<file path="src/bod_pkg.sv">
// Package: register map, field layout and mode codes of the brown-out control block
package bod_pkg;
  // ****************************************
  // Register offsets
  // ****************************************
  localparam logic [3:0] MODE_CTRL_OFS   = 4'h0;
  localparam logic [3:0] THRESH_LVL_OFS  = 4'h1;
  localparam logic [3:0] MON_LVL_OFS     = 4'h8;
  localparam logic [3:0] MON_IRQ_CTL_OFS = 4'h9;
  localparam logic [3:0] MON_IRQ_FLG_OFS = 4'hA;
  localparam logic [3:0] MON_STATUS_OFS  = 4'hB;
  // ****************************************
  // Field positions
  // ****************************************
  localparam int SAMPLE_RATE_POS = 4;
  localparam int AWAKE_LO_POS    = 2;
  localparam int SLEEP_LO_POS    = 0;
  localparam int TRIG_LO_POS     = 1;
  localparam int IRQ_EN_POS      = 0;
  localparam int IRQ_FLAG_POS    = 0;
  // ****************************************
  // Reset values
  // ****************************************
  localparam logic [1:0] MON_LVL_RST  = 2'h0;
  localparam logic [1:0] TRIG_RST     = 2'h0;
  localparam logic       IRQ_EN_RST   = 1'h0;
  localparam logic       IRQ_FLAG_RST = 1'h0;
  localparam logic       STATUS_RST   = 1'h0;
  // ****************************************
  // Mode and trigger codes
  // ****************************************
  localparam logic [1:0] MODE_OFF     = 2'h0;
  localparam logic [1:0] MODE_ON      = 2'h1;
  localparam logic [1:0] MODE_SAMPLED = 2'h2;
  localparam logic [1:0] MODE_ON_WAIT = 2'h3;
  localparam logic [1:0] TRIG_FALL    = 2'h0;
  localparam logic [1:0] TRIG_RISE    = 2'h1;
  localparam logic [1:0] TRIG_BOTH    = 2'h2;
  localparam logic       RATE_1KHZ    = 1'h0;
  localparam logic       RATE_125HZ   = 1'h1;
  localparam logic [1:0] MON_LVL_RSVD = 2'h3;
endpackage

</file>
<file path="src/bod_cmp_if.sv">
// Interface: comparator-side signals shared by the top and the monitor edge unit
`timescale 1ns/1ps
`default_nettype none
interface bod_cmp_if;
  logic       below_raw;
  logic       active;
  logic [1:0] trig_cfg;
  logic       below_sync;
  logic       event_hit;
  modport top (output below_raw, output active, output trig_cfg,
               input below_sync, input event_hit);
  modport mon (input below_raw, input active, input trig_cfg,
               output below_sync, output event_hit);
endinterface
`default_nettype wire

</file>
<file path="src/bod_mon_edge.sv">
// Module: synchroniser and crossing detector for the level monitor comparator
`timescale 1ns/1ps
`default_nettype none
module bod_mon_edge (
  input  wire logic clk_in,
  input  wire logic nrst_in,
  bod_cmp_if.mon    cmp
);
  logic [2:0] sync_r;
  logic       stable_r;
  logic       prev_r;
  logic       agree;
  logic       fell;
  logic       rose;
  logic       hit;

  assign agree = (sync_r[1] == sync_r[2]);
  assign fell  = stable_r & ~prev_r;
  assign rose  = ~stable_r & prev_r;
  // Falling supply means below goes high
  assign hit   = cmp.active & (((cmp.trig_cfg == bod_pkg::TRIG_FALL) & fell) |
                               ((cmp.trig_cfg == bod_pkg::TRIG_RISE) & rose) |
                               ((cmp.trig_cfg == bod_pkg::TRIG_BOTH) & (fell | rose)));
  assign cmp.below_sync = stable_r;
  assign cmp.event_hit  = hit;

  always_ff @(posedge clk_in) begin
    if (!nrst_in) begin
      sync_r   <= 3'h0;
      stable_r <= bod_pkg::STATUS_RST;
      prev_r   <= bod_pkg::STATUS_RST;
    end else begin
      sync_r   <= {sync_r[1:0], cmp.below_raw};
      stable_r <= agree ? sync_r[2] : stable_r;
      prev_r   <= stable_r;
    end
  end
endmodule
`default_nettype wire

</file>
<file path="src/bod_ctrl.sv">
// Module: brown-out detector and level monitor control and status registers
//
// Function
// - Rate bit: 0 is 1 kHz, 1 is 125 Hz
// - Rate loaded from fuse, protected write only
// - Awake field selects active and idle mode
// - Mode 3 holds wake-up until detector ready
// - Awake field fuse loaded, software read-only
// - Sleep field selects standby mode, 3 reserved
// - Sleep field fuse loaded, protected write only
// - Trip level fuse loaded, read-only, eight codes
// - Monitor offset five, fifteen, twenty-five percent
// - Trigger field selects falling, rising or both
// - Enable bit gates monitor interrupt request
// - Matching crossing sets the monitor flag while enable bit set
// - Flag updates only while detector enabled
// - Status reads one while supply below threshold
// - Request high while enable and flag set
// - Monitor enabled only while detector enabled and enable bit set
// - Sleep entry uses sleep field, wake awake
`timescale 1ns/1ps
`default_nettype none
module bod_ctrl (
  // Clock and reset
  input  wire logic       SYS_CLK_IN,
  input  wire logic       NRST_IN,
  // Register port
  input  wire logic [3:0] ADDR_IN,
  input  wire logic [7:0] WDATA_IN,
  input  wire logic       WR_IN,
  input  wire logic       RD_IN,
  output logic      [7:0] RDATA_OUT,
  // Protection unlock window from the CPU
  input  wire logic       CFG_UNLOCK_IN,
  // Fuse values captured at reset release
  input  wire logic       FUSE_RATE_IN,
  input  wire logic [1:0] FUSE_AWAKE_IN,
  input  wire logic [1:0] FUSE_SLEEP_IN,
  input  wire logic [2:0] FUSE_LEVEL_IN,
  // Power state and analog side
  input  wire logic       DEEP_SLEEP_IN,
  input  wire logic       DET_READY_IN,
  input  wire logic       MON_BELOW_IN,
  // Analog control outputs
  output logic      [1:0] DET_MODE_OUT,
  output logic            DET_ENABLE_OUT,
  output logic            DET_SAMPLED_OUT,
  output logic            SAMPLE_RATE_OUT,
  output logic      [2:0] TRIP_LEVEL_OUT,
  output logic      [1:0] MON_OFFSET_OUT,
  output logic            MON_ENABLE_OUT,
  // System side
  output logic            WAKE_HOLD_OUT,
  output logic            MON_IRQ_OUT
);
  // ****************************************
  // Storage
  // ****************************************
  logic       fuse_pend_r;
  logic       rate_r;
  logic [1:0] awake_r;
  logic [1:0] sleep_r;
  logic [2:0] level_r;
  logic [1:0] mon_lvl_r;
  logic [1:0] trig_r;
  logic       irq_en_r;
  logic       flag_r;
  logic       flag_nxt;
  logic [7:0] rdata_r;
  logic [7:0] rdata_nxt;

  bod_cmp_if cmp ();

  // ****************************************
  // Decode
  // ****************************************
  function automatic logic hit_wr(input logic [3:0] a, input logic [3:0] ofs,
                                  input logic we);
    hit_wr = we & (a == ofs);
  endfunction

  logic       wr_mode;
  logic       wr_mon_lvl;
  logic       wr_irq_ctl;
  logic       wr_flag;
  logic       prot_ok;
  logic [1:0] cur_mode;
  logic       det_on;
  logic       det_smp;
  logic       mon_act;
  logic       flag_clr;

  assign wr_mode    = hit_wr(ADDR_IN, bod_pkg::MODE_CTRL_OFS, WR_IN);
  assign wr_mon_lvl = hit_wr(ADDR_IN, bod_pkg::MON_LVL_OFS, WR_IN);
  assign wr_irq_ctl = hit_wr(ADDR_IN, bod_pkg::MON_IRQ_CTL_OFS, WR_IN);
  assign wr_flag    = hit_wr(ADDR_IN, bod_pkg::MON_IRQ_FLG_OFS, WR_IN);
  assign prot_ok    = wr_mode & CFG_UNLOCK_IN;

  // ****************************************
  // Mode selection
  // ****************************************
  assign cur_mode = DEEP_SLEEP_IN ? sleep_r : awake_r;
  assign det_on   = (cur_mode == bod_pkg::MODE_ON) |
                    (cur_mode == bod_pkg::MODE_SAMPLED) |
                    (!DEEP_SLEEP_IN & (cur_mode == bod_pkg::MODE_ON_WAIT));
  assign det_smp  = (cur_mode == bod_pkg::MODE_SAMPLED);
  assign mon_act  = det_on & irq_en_r;

  assign cmp.below_raw = MON_BELOW_IN;
  assign cmp.active    = mon_act;
  assign cmp.trig_cfg  = trig_r;

  bod_mon_edge u_edge (
    .clk_in  (SYS_CLK_IN),
    .nrst_in (NRST_IN),
    .cmp     (cmp)
  );

  // ****************************************
  // Flag
  // ****************************************
  assign flag_clr = wr_flag & WDATA_IN[bod_pkg::IRQ_FLAG_POS];
  // Set wins over a clear in the same cycle; frozen while detector off
  assign flag_nxt = !det_on ? flag_r :
                    cmp.event_hit ? 1'b1 :
                    flag_clr ? 1'b0 : flag_r;

  // ****************************************
  // Read mux
  // ****************************************
  always_comb begin
    rdata_nxt = 8'h00;
    if (RD_IN) begin
      unique case (ADDR_IN)
        bod_pkg::MODE_CTRL_OFS:   rdata_nxt = {3'h0, rate_r, awake_r, sleep_r};
        bod_pkg::THRESH_LVL_OFS:  rdata_nxt = {5'h00, level_r};
        bod_pkg::MON_LVL_OFS:     rdata_nxt = {6'h00, mon_lvl_r};
        bod_pkg::MON_IRQ_CTL_OFS: rdata_nxt = {5'h00, trig_r, irq_en_r};
        bod_pkg::MON_IRQ_FLG_OFS: rdata_nxt = {7'h00, flag_r};
        bod_pkg::MON_STATUS_OFS:  rdata_nxt = {7'h00, cmp.below_sync};
        default:                  rdata_nxt = 8'h00;
      endcase
    end
  end

  // ****************************************
  // Registers
  // ****************************************
  always_ff @(posedge SYS_CLK_IN) begin
    if (!NRST_IN) begin
      fuse_pend_r <= 1'b1;
      rate_r      <= bod_pkg::RATE_1KHZ;
      awake_r     <= bod_pkg::MODE_OFF;
      sleep_r     <= bod_pkg::MODE_OFF;
      level_r     <= 3'h0;
    end else if (fuse_pend_r) begin
      fuse_pend_r <= 1'b0;
      rate_r      <= FUSE_RATE_IN;
      awake_r     <= FUSE_AWAKE_IN;
      sleep_r     <= FUSE_SLEEP_IN;
      level_r     <= FUSE_LEVEL_IN;
    end else if (prot_ok) begin
      rate_r      <= WDATA_IN[bod_pkg::SAMPLE_RATE_POS];
      sleep_r     <= WDATA_IN[bod_pkg::SLEEP_LO_POS +: 2];
    end
  end

  always_ff @(posedge SYS_CLK_IN) begin
    if (!NRST_IN) begin
      mon_lvl_r <= bod_pkg::MON_LVL_RST;
      trig_r    <= bod_pkg::TRIG_RST;
      irq_en_r  <= bod_pkg::IRQ_EN_RST;
      flag_r    <= bod_pkg::IRQ_FLAG_RST;
      rdata_r   <= 8'h00;
    end else begin
      if (wr_mon_lvl) begin
        mon_lvl_r <= WDATA_IN[1:0];
      end
      if (wr_irq_ctl) begin
        trig_r   <= WDATA_IN[bod_pkg::TRIG_LO_POS +: 2];
        irq_en_r <= WDATA_IN[bod_pkg::IRQ_EN_POS];
      end
      flag_r  <= flag_nxt;
      rdata_r <= rdata_nxt;
    end
  end

  // ****************************************
  // Outputs
  // ****************************************
  assign RDATA_OUT       = rdata_r;
  assign DET_MODE_OUT    = cur_mode;
  assign DET_ENABLE_OUT  = det_on;
  assign DET_SAMPLED_OUT = det_smp;
  assign SAMPLE_RATE_OUT = rate_r;
  assign TRIP_LEVEL_OUT  = level_r;
  assign MON_OFFSET_OUT  = mon_lvl_r;
  assign MON_ENABLE_OUT  = mon_act;
  assign WAKE_HOLD_OUT   = (awake_r == bod_pkg::MODE_ON_WAIT) & !DET_READY_IN;
  assign MON_IRQ_OUT     = irq_en_r & flag_r;
endmodule
`default_nettype wire

</file>
<file path="config.mk">
export PLATFORM = sky130hd
export DESIGN_NAME = bod_ctrl
export DESIGN_NICKNAME = d
export VERILOG_FILES = /design/src/bod_pkg.sv /design/src/bod_cmp_if.sv /design/src/bod_mon_edge.sv /design/src/bod_ctrl.sv
export SDC_FILE = /design/constraint.sdc
export NUM_CORES = 1
export LEC_CHECK = 0
export BUFFER_PORTS_ARGS = -buffer_cell sky130_fd_sc_hd__buf_4
export CORE_MARGIN = 2
export CORE_UTILIZATION = 51
export CTS_BUF_LIST = sky130_fd_sc_hd__clkbuf_16
export DETAILED_ROUTE_END_ITERATION = 12
export PLACE_DENSITY = 0.87
export SYNTH_ARGS = -nofsm -noshare
export SYNTH_HDL_FRONTEND = slang
export SYNTH_SLANG_ARGS = --single-unit
</file>
<file path="constraint.sdc">
create_clock -name SYS_CLK_IN -period 2.25 [get_ports SYS_CLK_IN]
set_clock_uncertainty 0.1 [all_clocks]
set_input_delay 0.1125 -clock SYS_CLK_IN [delete_from_list [all_inputs] [get_ports SYS_CLK_IN]]
set_output_delay 0.1125 -clock SYS_CLK_IN [all_outputs]
set_load 0.05 [all_outputs]
</file>
==> Word level (Yosys, flattened, before mapping) <==
Cells that the tools add are included.
{ "totals": {"ff_bits": 28} }
{ "classes": {"eq_ne": 12, "mux": 9, "n_bitwise": 23, "n_reduce_logical": 8} }
{ "ops": {"columns": ["operator", "n"], "rows": [
  ["$pmux 5 s6", 1],
  ["$and 1x1->1", 16],
  ["$eq 4x4->1 const B", 4],
  ["$eq 2x2->1 const B", 4],
  ["$mux 2", 3],
  ["$mux 1", 5],
  ["$or 1x1->1", 5],
  ["$eq 2x1->1 const B", 2],
  ["$eq 4x1->1 const B", 1],
  ["$logic_not 4->1", 1],
  ["$reduce_and 2->1", 2],
  ["$reduce_bool 2->1", 2],
  ["$logic_not 1->1", 2],
  ["$logic_not 2->1", 1],
  ["$not 1->1", 2],
  ["$eq 1x1->1", 1]
]} }

==> Logic depth before layout (Yosys ltp) <==
Gate-level depths: netlist of the first run.
{ "logic_depth": {"word_depth": 8, "mapped_depth": 6, "depth_no_buf": 6} }

==> Cells and area by module <==
From an unflattened synthesis of the first run, not the netlist that was laid out.
{ "hier_totals": {"cells_unflattened": 130, "area_unflattened_um2": 1237.4} }
{ "modules_own_cells": {"columns": ["mod", "area_each_um2", "cells_per_inst", "seq_area_each_um2", "n_inst"], "rows": [
  ["bod_ctrl", 1024.7, 109, 400.4, 1],
  ["bod_mon_edge", 212.7, 21, 100.1, 1]
]} }

==> Least setup slack after synthesis of the first run <==
OpenSTA, ideal clock, no wires.
{ "synth_timing": {"path_type": "register to output", "start": "reg awake_r[0]", "end": "out MON_ENABLE_OUT", "t_arrival_ns": 1.869, "stages_incl_launch_ff": 6, "t_required_ns": 2.037, "slack_ns": 0.168, "n_path_buf": 0, "cell_sequence": "dfxtp_1 mux2i_1 inv_1 ha_1 nand2b_1 a21oi_1"} }
{ "synth_via": {"elab_chain_cells": 5} }
{ "synth_lines": {"columns": ["item", "line_no", "source"], "rows": [
  ["from (decl)", "bod_ctrl.sv:61", "logic [1:0] awake_r;"],
  ["from (signal assigned)", "bod_ctrl.sv:153", "awake_r <= bod_pkg::MODE_OFF;"],
  ["$mux 2 *", "bod_ctrl.sv:102", "assign cur_mode = DEEP_SLEEP_IN ? sleep_r : awake_r;"],
  ["via DET_MODE_OUT[0]", "bod_ctrl.sv:45", "output logic [1:0] DET_MODE_OUT,"],
  ["$eq 2x1->1, or another cell as far along", "bod_ctrl.sv:103", "assign det_on = (cur_mode == bod_pkg::MODE_ON) |"],
  ["$or 1x1->1 / $and 1x1->1 (equally long branches)", "bod_ctrl.sv:103, bod_ctrl.sv:105", null],
  ["$or 1x1->1 *", "bod_ctrl.sv:104", "(cur_mode == bod_pkg::MODE_SAMPLED) |"],
  ["$and 1x1->1 *", "bod_ctrl.sv:107", "assign mon_act = det_on & irq_en_r;"],
  ["to (decl)", "bod_ctrl.sv:51", "output logic MON_ENABLE_OUT,"]
]} }
Mark *: on every way through the listed nets, which the timed path passes. The rest lies on a longest branch.

==> Worst setup path after layout of the first run <==
{ "layout_timing": {"start": "reg awake_r[1]", "end": "out MON_ENABLE_OUT"} }
{ "layout_via": {"elab_chain_cells": 5} }
{ "layout_lines": {"columns": ["item", "line_no"], "rows": [
  ["$mux 2 *", "bod_ctrl.sv:102"],
  ["$eq 2x1->1, or another cell as far along", "bod_ctrl.sv:103"],
  ["$or 1x1->1 / $and 1x1->1 (equally long branches)", "bod_ctrl.sv:103, bod_ctrl.sv:105"],
  ["$or 1x1->1 *", "bod_ctrl.sv:104"],
  ["$and 1x1->1 *", "bod_ctrl.sv:107"]
]} }
Mark *: on every way between the ends. The rest lies on a longest branch, timed or not.

==> results of run 1 <==
cells in the mapped netlist (all sizes together):
library cell,count,area (µm²)
dfxtp,25,500
nor2,10,37.5
o21ai,10,50.0
a21oi,7,35.0
and2,7,43.8
buf,7,53.8
inv,7,26.3
mux2i,6,60.1
nand2,6,22.5
nand4,6,37.5
mux2,5,56.3
ha,4,50.1
a31oi,3,18.8
nor2b,3,18.8
o31ai,3,22.5
a211oi,2,15.0
a22oi,2,15.0
clkbuf,2,7.51
nand2b,2,12.5
nand3,2,10.0
nand3b,2,15.0
nor3,2,10.0
a2111oi,1,8.76
a32oi,1,8.76
conb,1,3.75
mux4,1,22.5
nand4b,1,8.76
nor3b,1,12.5
nor4,1,6.26
o2bb2ai,1,8.76
or4,1,11.3
sequential cells by signal, summed over array words and instances (netlist names):
signal / cells
TRIP_LEVEL_OUT: 3
u_edge.prev_r: 1
SAMPLE_RATE_OUT: 1
awake_r: 2
cmp.trig_cfg: 2
sleep_r: 2
RDATA_OUT: 5
MON_OFFSET_OUT: 2
u_edge.cmp.below_sync: 1
u_edge.sync_r: 3
flag_r: 1
fuse_pend_r: 1
irq_en_r: 1
critical path, delay by kind of cell, from the launching register on:
kind                       cells  cell delay (ns)
DFF                            1             0.33
adders and majority gates      1             0.32
muxes                          1             0.29
buffers and inverters          1             0.22
AOI/OAI and AO/OA              1             0.17
worst paths after layout:
check	to	slack (ns)	cells after the start
hold reg to reg	u_edge.sync_r[1]	0.35	1
setup / recovery	MON_ENABLE_OUT	0.44	4
setup reg to reg	flag_r	0.63	4
hold / removal	awake_r[0]	-0.002	3
metal layers:
metal | vias to the layer above | track usage
li1 | 552 | -
met1 | 542 | 0.283
met2 | 53 | 0.396
met3 | 2 | 0.0314
met4 | 0 | 0.0427
met5 | - | 0
timing repair:
action,4_1_cts,5_1_grt
hold buffers,3,0
resized for setup,0,0
endpoints found under the hold margin,3,0
setup endpoints to repair,0,0
area by class of cell:
class,count,area share
clock inverter,1,0.00311
inverter,7,0.0163
sequential,25,0.311
clock buffer,3,0.0467
timing repair buffer,44,0.210
tap,28,0.0218
multi-input combinational,93,0.391
logic make-up after synthesis:
logic type               after synthesis
AND/OR/NAND/NOR                       44
AO/OA/AOI/OAI                         30
flip-flops                            25
buffers and inverters                 16
multiplexers                          12
adder cells (fa/ha/maj)                4
other                                  1
power breakdown:
part | leakage (nW) | switching, W | internal (W) | total [W]
Sequential | 0.204 | 0.0000116 | 0.000456 | 0.000468
Clock | 0.0409 | 0.000149 | 0.000239 | 0.000388
Combinational | 0.446 | 0.000116 | 0.0000723 | 0.000188
through the flow:
| stage | setup WS, ns | cell area, µm² | total power (W) |
|---|---|---|---|
| CTS | 0.444 | 1610 | 0.00105 |
| floorplan | 0.168 | 1220 | 0.000597 |
| detailed placement | 0.610 | 1500 | 0.000660 |
| finish | 0.442 | 1610 | 0.00104 |
| global route | 0.375 | 1610 | 0.00108 |
| global placement | 0.640 | 1500 | 0.000656 |
==> impl_metrics.yaml, run 1 <==
job:
  maxCapViolations: 0
yosys:
  synth_xor_area_frac: 0
  synth_compound_area_frac: 0.151
  synth-seq-cells: 25
  synth_area_um2: 1210
  synth-seq-area-share: 0.414
  synth.avg_cell_area_um2: 9.17
  synthSimpleGateAreaFrac: 0.204
  synthCells: 132
  synth.area.mux_share: 0.115
  synthAdderAreaFrac: 0.0414
  synth_cell_types: 35
  yosysWarnings: 0
  synth_top_family_by_area: "simple AND/OR/NAND/NOR gates"
route:
  drtIter0Drc: 43
  num_vias: 1149
  drt_pass1_iterations: 4
  wl_met1_um: 1180
  post_drt_via_cell_ratio: 5.72
  wl_met2_um: 1480
  drt-wirelength-per-cell_um: 14.2
  top_layer: "met4"
  ant_nets: 0
  drc: 0
  met3WireLength_um: 180
  routed_wl_um: 2860
grt:
  grt_pass1_wl_um: 4640
  grt-ovfl-total: 0
  grt_antenna_before_repair: 0
  grt_pass1_vias: 1050
  grt_use_total: 0.222
  grt_max_degree: 17
outcome:
  status: "finished with violations"
  violations: "hold timing"
sta:
  max_freq_ghz: 0.553
  period_share: 0.804
  final.setup.tns_ns: 0
  finalHoldViolCount: 1
  rsz0062_at_grt: "no"
  setup_viol: 0
  maxSlewViolCount: 0
  holdWs_ns: -0.00221
  fin_crit_ns: 1.81
worst_setup_path:
  critPathMaxStageDelay_ns: 0.33
  critical_path_required_ns: 2.04
  cp.arrival_ns: 1.60
  worst-setup-path-type: "register to output port"
  end_kind: "output port"
  reg2reg_from: "awake_r[1]"
  critPathLaunchType: "register"
  critPathMaxFanout: 4
  path_cells: "mux2_2, ha_1, a21oi_1, buf_4"
  slowest_stage: "dfxtp_1"
  startpoint: "awake_r[1]"
pwr:
  vdd_drop_max_v: 0.000338
  pwr_density_cell_nw_per_um2: 649
  p_leak_nw: 0.691
final_layout:
  final_net_count: 206
  area_growth_pct: 33.0
  multi_input_area_um2: 629
  final_cell_mix: "buf_4 (41), dfxtp_1 (25), nor2_1 (10)"
  fillers: 165
  fin_cells: 201
  regArea_um2: 500
  drive_gt1_frac: 0.306
  final_common_cell: "buf_4"
  n_antenna_cell: 0
  finish.utilization: 0.720
hold_path:
  worstHoldStart: "FUSE_AWAKE_IN[0]"
  hold_path.class: "primary input to register"
floorplan:
  die_h_um: 52.7
  start_util: 0.542
  fp.dieW_um: 52.7
  fp-row-count: 17
  fp.coreArea_um2: 2230
  io_pins: 49
  dieArea_um2: 2780
placement:
  io_buffer_count: 41
  dp_hpwl_um: 2150
  gp_congestion: 0.892
  placed_cells: 194
clock_network:
  cts_tree: "done"
  htreeDepth: 1
  cts_setup_buffers: 0
  cts_root_buf: "clkbuf_16"
  cts.path.max_buffers: 2
  cts.sinks: 25
  cts_made_buffers: 3
  path_clk_slew_ns: 0.06
  worstSkewPairLatency_ns: 0.25
No activity file was read; power rests on OpenSTA's default activity.
==> run 2: changes to the inputs <==
Settings changed: CORE_UTILIZATION 51 to 42, PLACE_DENSITY 0.87 to 0.77.
Clock period 2.25 ns to 1.5 ns, I/O delays scaled along.
==> impl_metrics.yaml, run 2 (same netlist as run 1, synthesis figures left out) <==
placement:
  io_buffer_count: 41
  dp_hpwl_um: 2310
  gp_congestion: 0.815
worst_setup_path:
  r2r_end: "flag_r"
  ff2ff_path_depth: 5
  critical_path_required_ns: 1.32
  startpoint: "sleep_r[1]"
  critPathMaxFanout: 4
  reg2reg_from: "sleep_r[1]"
  cp.arrival_ns: 1.43
  crit_family: "flip-flops"
  cp-endpoint: "MON_ENABLE_OUT"
  critPathLaunchType: "register"
  r2r_slack_ns: -0.08
  critPathMaxStageDelay_ns: 0.33
  worst-setup-path-type: "register to output port"
  end_kind: "output port"
  worst-path-stages: 4
  crit_buf_inv: 1
  slowest_stage: "dfxtp_2"
  path_cells: "mux2_4, ha_4, a21oi_4, buf_6"
grt:
  grt_use_total: 0.197
  grt_pass1_wl_um: 5110
  grt_antenna_before_repair: 0
  grt_pass1_vias: 1141
  grt_max_degree: 17
  grt-ovfl-total: 0
pwr:
  p_leak_nw: 0.743
  vdd_drop_max_v: 0.000637
  fin_total_pwr_w: 0.00162
  pwr_density_cell_nw_per_um2: 905
clock_network:
  htreeDepth: 1
  worstSkewPairLatency_ns: 0.25
  cts_made_buffers: 3
  cts.sinks: 25
  cts_root_buf: "clkbuf_16"
  path_clk_slew_ns: 0.06
  cts_tree: "done"
  cts.path.max_buffers: 2
sta:
  fin_ws_ns: -0.104
  max_freq_ghz: 0.623
  maxSlewViolCount: 0
  fin_crit_ns: 1.60
  period_share: 1.07
  final.setup.tns_ns: -0.257
  rsz0062_at_grt: "yes"
  setup_viol: 3
  finalHoldViolCount: 0
  holdWs_ns: 0.0180
route:
  drc: 0
  ant_nets: 0
  drtIter0Drc: 19
  drt_pass1_iterations: 4
  post_drt_via_cell_ratio: 5.38
  num_vias: 1147
  drt-wirelength-per-cell_um: 14.4
  routed_wl_um: 3060
floorplan:
  fp-row-count: 19
  die_h_um: 57.7
  fp.dieW_um: 57.7
  fp.coreArea_um2: 2760
  dieArea_um2: 3330
  io_pins: 49
  start_util: 0.439
hold_path:
  hold_depth: 3
  hold_path.class: "primary input to register"
final_layout:
  area_growth_pct: 47.7
  largest_reg_flops: 5
  final_common_cell: "buf_4"
  n_antenna_cell: 0
  finish.utilization: 0.648
  final_net_count: 215
  drive_gt1_frac: 0.368
  final_cell_mix: "buf_4 (43), dfxtp_1 (23), nor2_1 (10)"
outcome:
  violations: "setup timing"
  status: "finished with violations"
job:
  maxCapViolations: 0
[run 2: cell count changes in the layout (fill, tap and decap cells not counted), moves of 2 or more]
| cell | previous run | this run |
|---|---|---|
| buf_6 | 0 | 3 |
| dlygate4sd3_1 | 3 | 7 |
| buf_4 | 41 | 43 |
| dfxtp_2 | 0 | 2 |
| ha_4 | 0 | 2 |
| dfxtp_1 | 25 | 23 |
| ha_1 | 4 | 2 |
[run 2: final cells by class]
class / instances / area [µm²]
multi-input cells: 93 / 711
fillers: 220 / 971
flip-flops and latches: 25 / 503
well taps: 31 / 38.8
clock inverters: 1 / 3.75
inverters: 7 / 28.8
repair buffers: 53 / 427
clock buffers: 3 / 75.1
[run 2: timing repair]
action                     4_1_cts  5_1_grt
resized for setup                4        1
hold buffers                     7        0
buffers inserted                 3        0
pin swaps                        1        2
gates cloned                     0        0
hold endpoints to repair         7        0
setup endpoints to repair        3        3
[run 2: power by group]
group          internal [W]  switching (W)  leakage, nW
logic              0.000148       0.000197        0.496
clock network      0.000356       0.000214       0.0423
registers          0.000686      0.0000181        0.205
[run 2: worst min path at each step]
stage,end,start
global route,MON_OFFSET_OUT[0],WDATA_IN[0]
finish,MON_OFFSET_OUT[1],WDATA_IN[1]
floorplan,RDATA_OUT[0],ADDR_IN[2]
global placement,u_edge.sync_r[0],MON_BELOW_IN
detailed placement,u_edge.sync_r[0],MON_BELOW_IN
CTS,cmp.trig_cfg[0],WDATA_IN[1]
[run 2: stage by stage]
step / area [µm²] / worst slack (ns) / std cells
floorplan: 1290 / -0.00926 / 134
global placement: 1590 / 0.0514 / 199
detailed placement: 1590 / 0.00364 / 199
CTS: 1780 / -0.124 / 213
global route: 1790 / -0.156 / 213
finish: 1790 / -0.104 / 213
[run 2: worst register-to-register path, delay by kind of cell (launching register included)]
family,cells,cell delay [ns]
AOI/OAI and AO/OA,2,0.37
adders and majority gates,1,0.25
buffers and inverters,1,0.12
DFF,1,0.33
muxes,1,0.30
[run 2: routing by layer]
layer,vias to the layer above,share of wire,routed length (µm),GRT usage
met4,0,0.015,46,0.0930
met1,528,0.44,1340,0.261
li1,572,-,-,-
met2,43,0.50,1520,0.330
met5,-,0,0,0
met3,4,0.050,152,0.0134
==> run 3: changes to the inputs <==
Settings changed: CORE_ASPECT_RATIO set to 1.25.
==> impl_metrics.yaml, run 3 (same netlist as run 1, synthesis figures left out) <==
outcome:
  status: "finished with violations"
  violations: "setup timing"
placement:
  gp_congestion: 0.832
  io_buffer_count: 41
  dp_hpwl_um: 2400
  dp_slack_ns: -0.00211
final_layout:
  n_antenna_cell: 0
  final_net_count: 215
  area_growth_pct: 47.8
  largest_reg_flops: 5
  final_common_cell: "buf_4"
  drive_gt1_frac: 0.374
  final_cell_mix: "buf_4 (44), dfxtp_1 (23), nor2_1 (10)"
sta:
  rsz0062_at_grt: "yes"
  finalHoldViolCount: 0
  max_freq_ghz: 0.626
  setup_viol: 3
  fin_crit_ns: 1.60
  fin_ws_ns: -0.0985
  period_share: 1.07
  final.setup.tns_ns: -0.197
  maxSlewViolCount: 0
worst_setup_path:
  critPathMaxFanout: 4
  ff2ff_path_depth: 4
  end_kind: "output port"
  worst-setup-path-type: "register to output port"
  critical_path_required_ns: 1.32
  cp.arrival_ns: 1.42
  critPathLaunchType: "register"
pwr:
  vdd_drop_max_v: 0.000756
  p_leak_nw: 0.741
  pwr_density_cell_nw_per_um2: 909
route:
  num_vias: 1173
  drc: 0
  drt_pass1_iterations: 4
  ant_nets: 0
  drtIter0Drc: 31
  drt-wirelength-per-cell_um: 14.9
  routed_wl_um: 3220
  post_drt_via_cell_ratio: 5.43
job:
  maxCapViolations: 0
floorplan:
  io_pins: 49
  start_util: 0.447
  fp.coreArea_um2: 2710
  die_h_um: 64.0
  dieArea_um2: 3330
  fp-row-count: 21
  fp.dieW_um: 52.0
grt:
  grt_antenna_before_repair: 0
  grt_pass1_vias: 1141
  grt_max_degree: 17
  grt-ovfl-total: 0
  grt_pass1_wl_um: 5160
  grt_use_total: 0.206
clock_network:
  worstSkewPairLatency_ns: 0.25
  cts_tree: "done"
  htreeDepth: 1
  cts_made_buffers: 3
  path_clk_slew_ns: 0.06
  cts_root_buf: "clkbuf_16"
  cts.path.max_buffers: 2
  cts.sinks: 25
hold_path:
  hold_path.class: "primary input to register"
  hold_depth: 3
==> run 3: critical path: stages (launching register included) <==
cell and delay [ns]:
dfxtp_2 0.32, mux2_4 0.31, ha_4 0.26, a21oi_4 0.12
buf_6 0.16
==> run 3: timing repair <==
item | 4_1_cts | 5_1_grt
setup buffers | 1 | 0
hold endpoints to repair | 7 | 0
pin swaps | 0 | 1
endpoints found under the setup margin | 3 | 3
gates resized for setup | 3 | 1
hold buffers | 7 | 0
==> run 3: power by group <==
group | internal (W) | switching, W
registers | 0.000685 | 0.0000171
logic | 0.000143 | 0.000199
clock network | 0.000359 | 0.000222
total | 0.00119 | 0.000438
==> run 3: final cells by class <==
cell class,instances,area (µm²)
fillers,217,918
repair buffers,53,423
clock buffers,3,75.1
well taps,34,42.5
flip-flops and latches,25,503
inverters,7,28.8
clock inverters,1,5.00
multi-input cells,93,711
==> run 3: metrics by stage <==
| stage | util | instances | cell area [µm²] | hold slack (ns) | power (W) |
|---|---|---|---|---|---|
| floorplan | - | 134 | 1290 | 0.0543 | 0.000925 |
| global placement | 0.596 | 204 | 1610 | 0.188 | 0.00102 |
| detailed placement | 0.596 | 204 | 1610 | 0.203 | 0.00103 |
| CTS | 0.660 | 216 | 1790 | 0.00596 | 0.00164 |
| global route | 0.661 | 216 | 1790 | 0.00827 | 0.00170 |
| finish | 0.661 | 216 | 1790 | 0.00755 | 0.00162 |
==> run 3: final timing paths <==
path	end	slack [ns]	startpoint
worst max-delay path	MON_ENABLE_OUT	-0.1	awake_r[1]
worst min-delay path	MON_OFFSET_OUT[1]	0.008	WDATA_IN[1]
worst max register to register	flag_r	-0.01	awake_r[1]
worst min register to register	u_edge.cmp.below_sync	0.35	u_edge.sync_r[2]
==> run 3: layer usage <==
layer | up-vias | track usage | part of all wire
met5 | - | 0 | 0
met3 | 6 | 0.0350 | 0.075
met2 | 60 | 0.402 | 0.56
li1 | 567 | - | -
met4 | 0 | 0.0691 | 0.011
met1 | 540 | 0.210 | 0.35
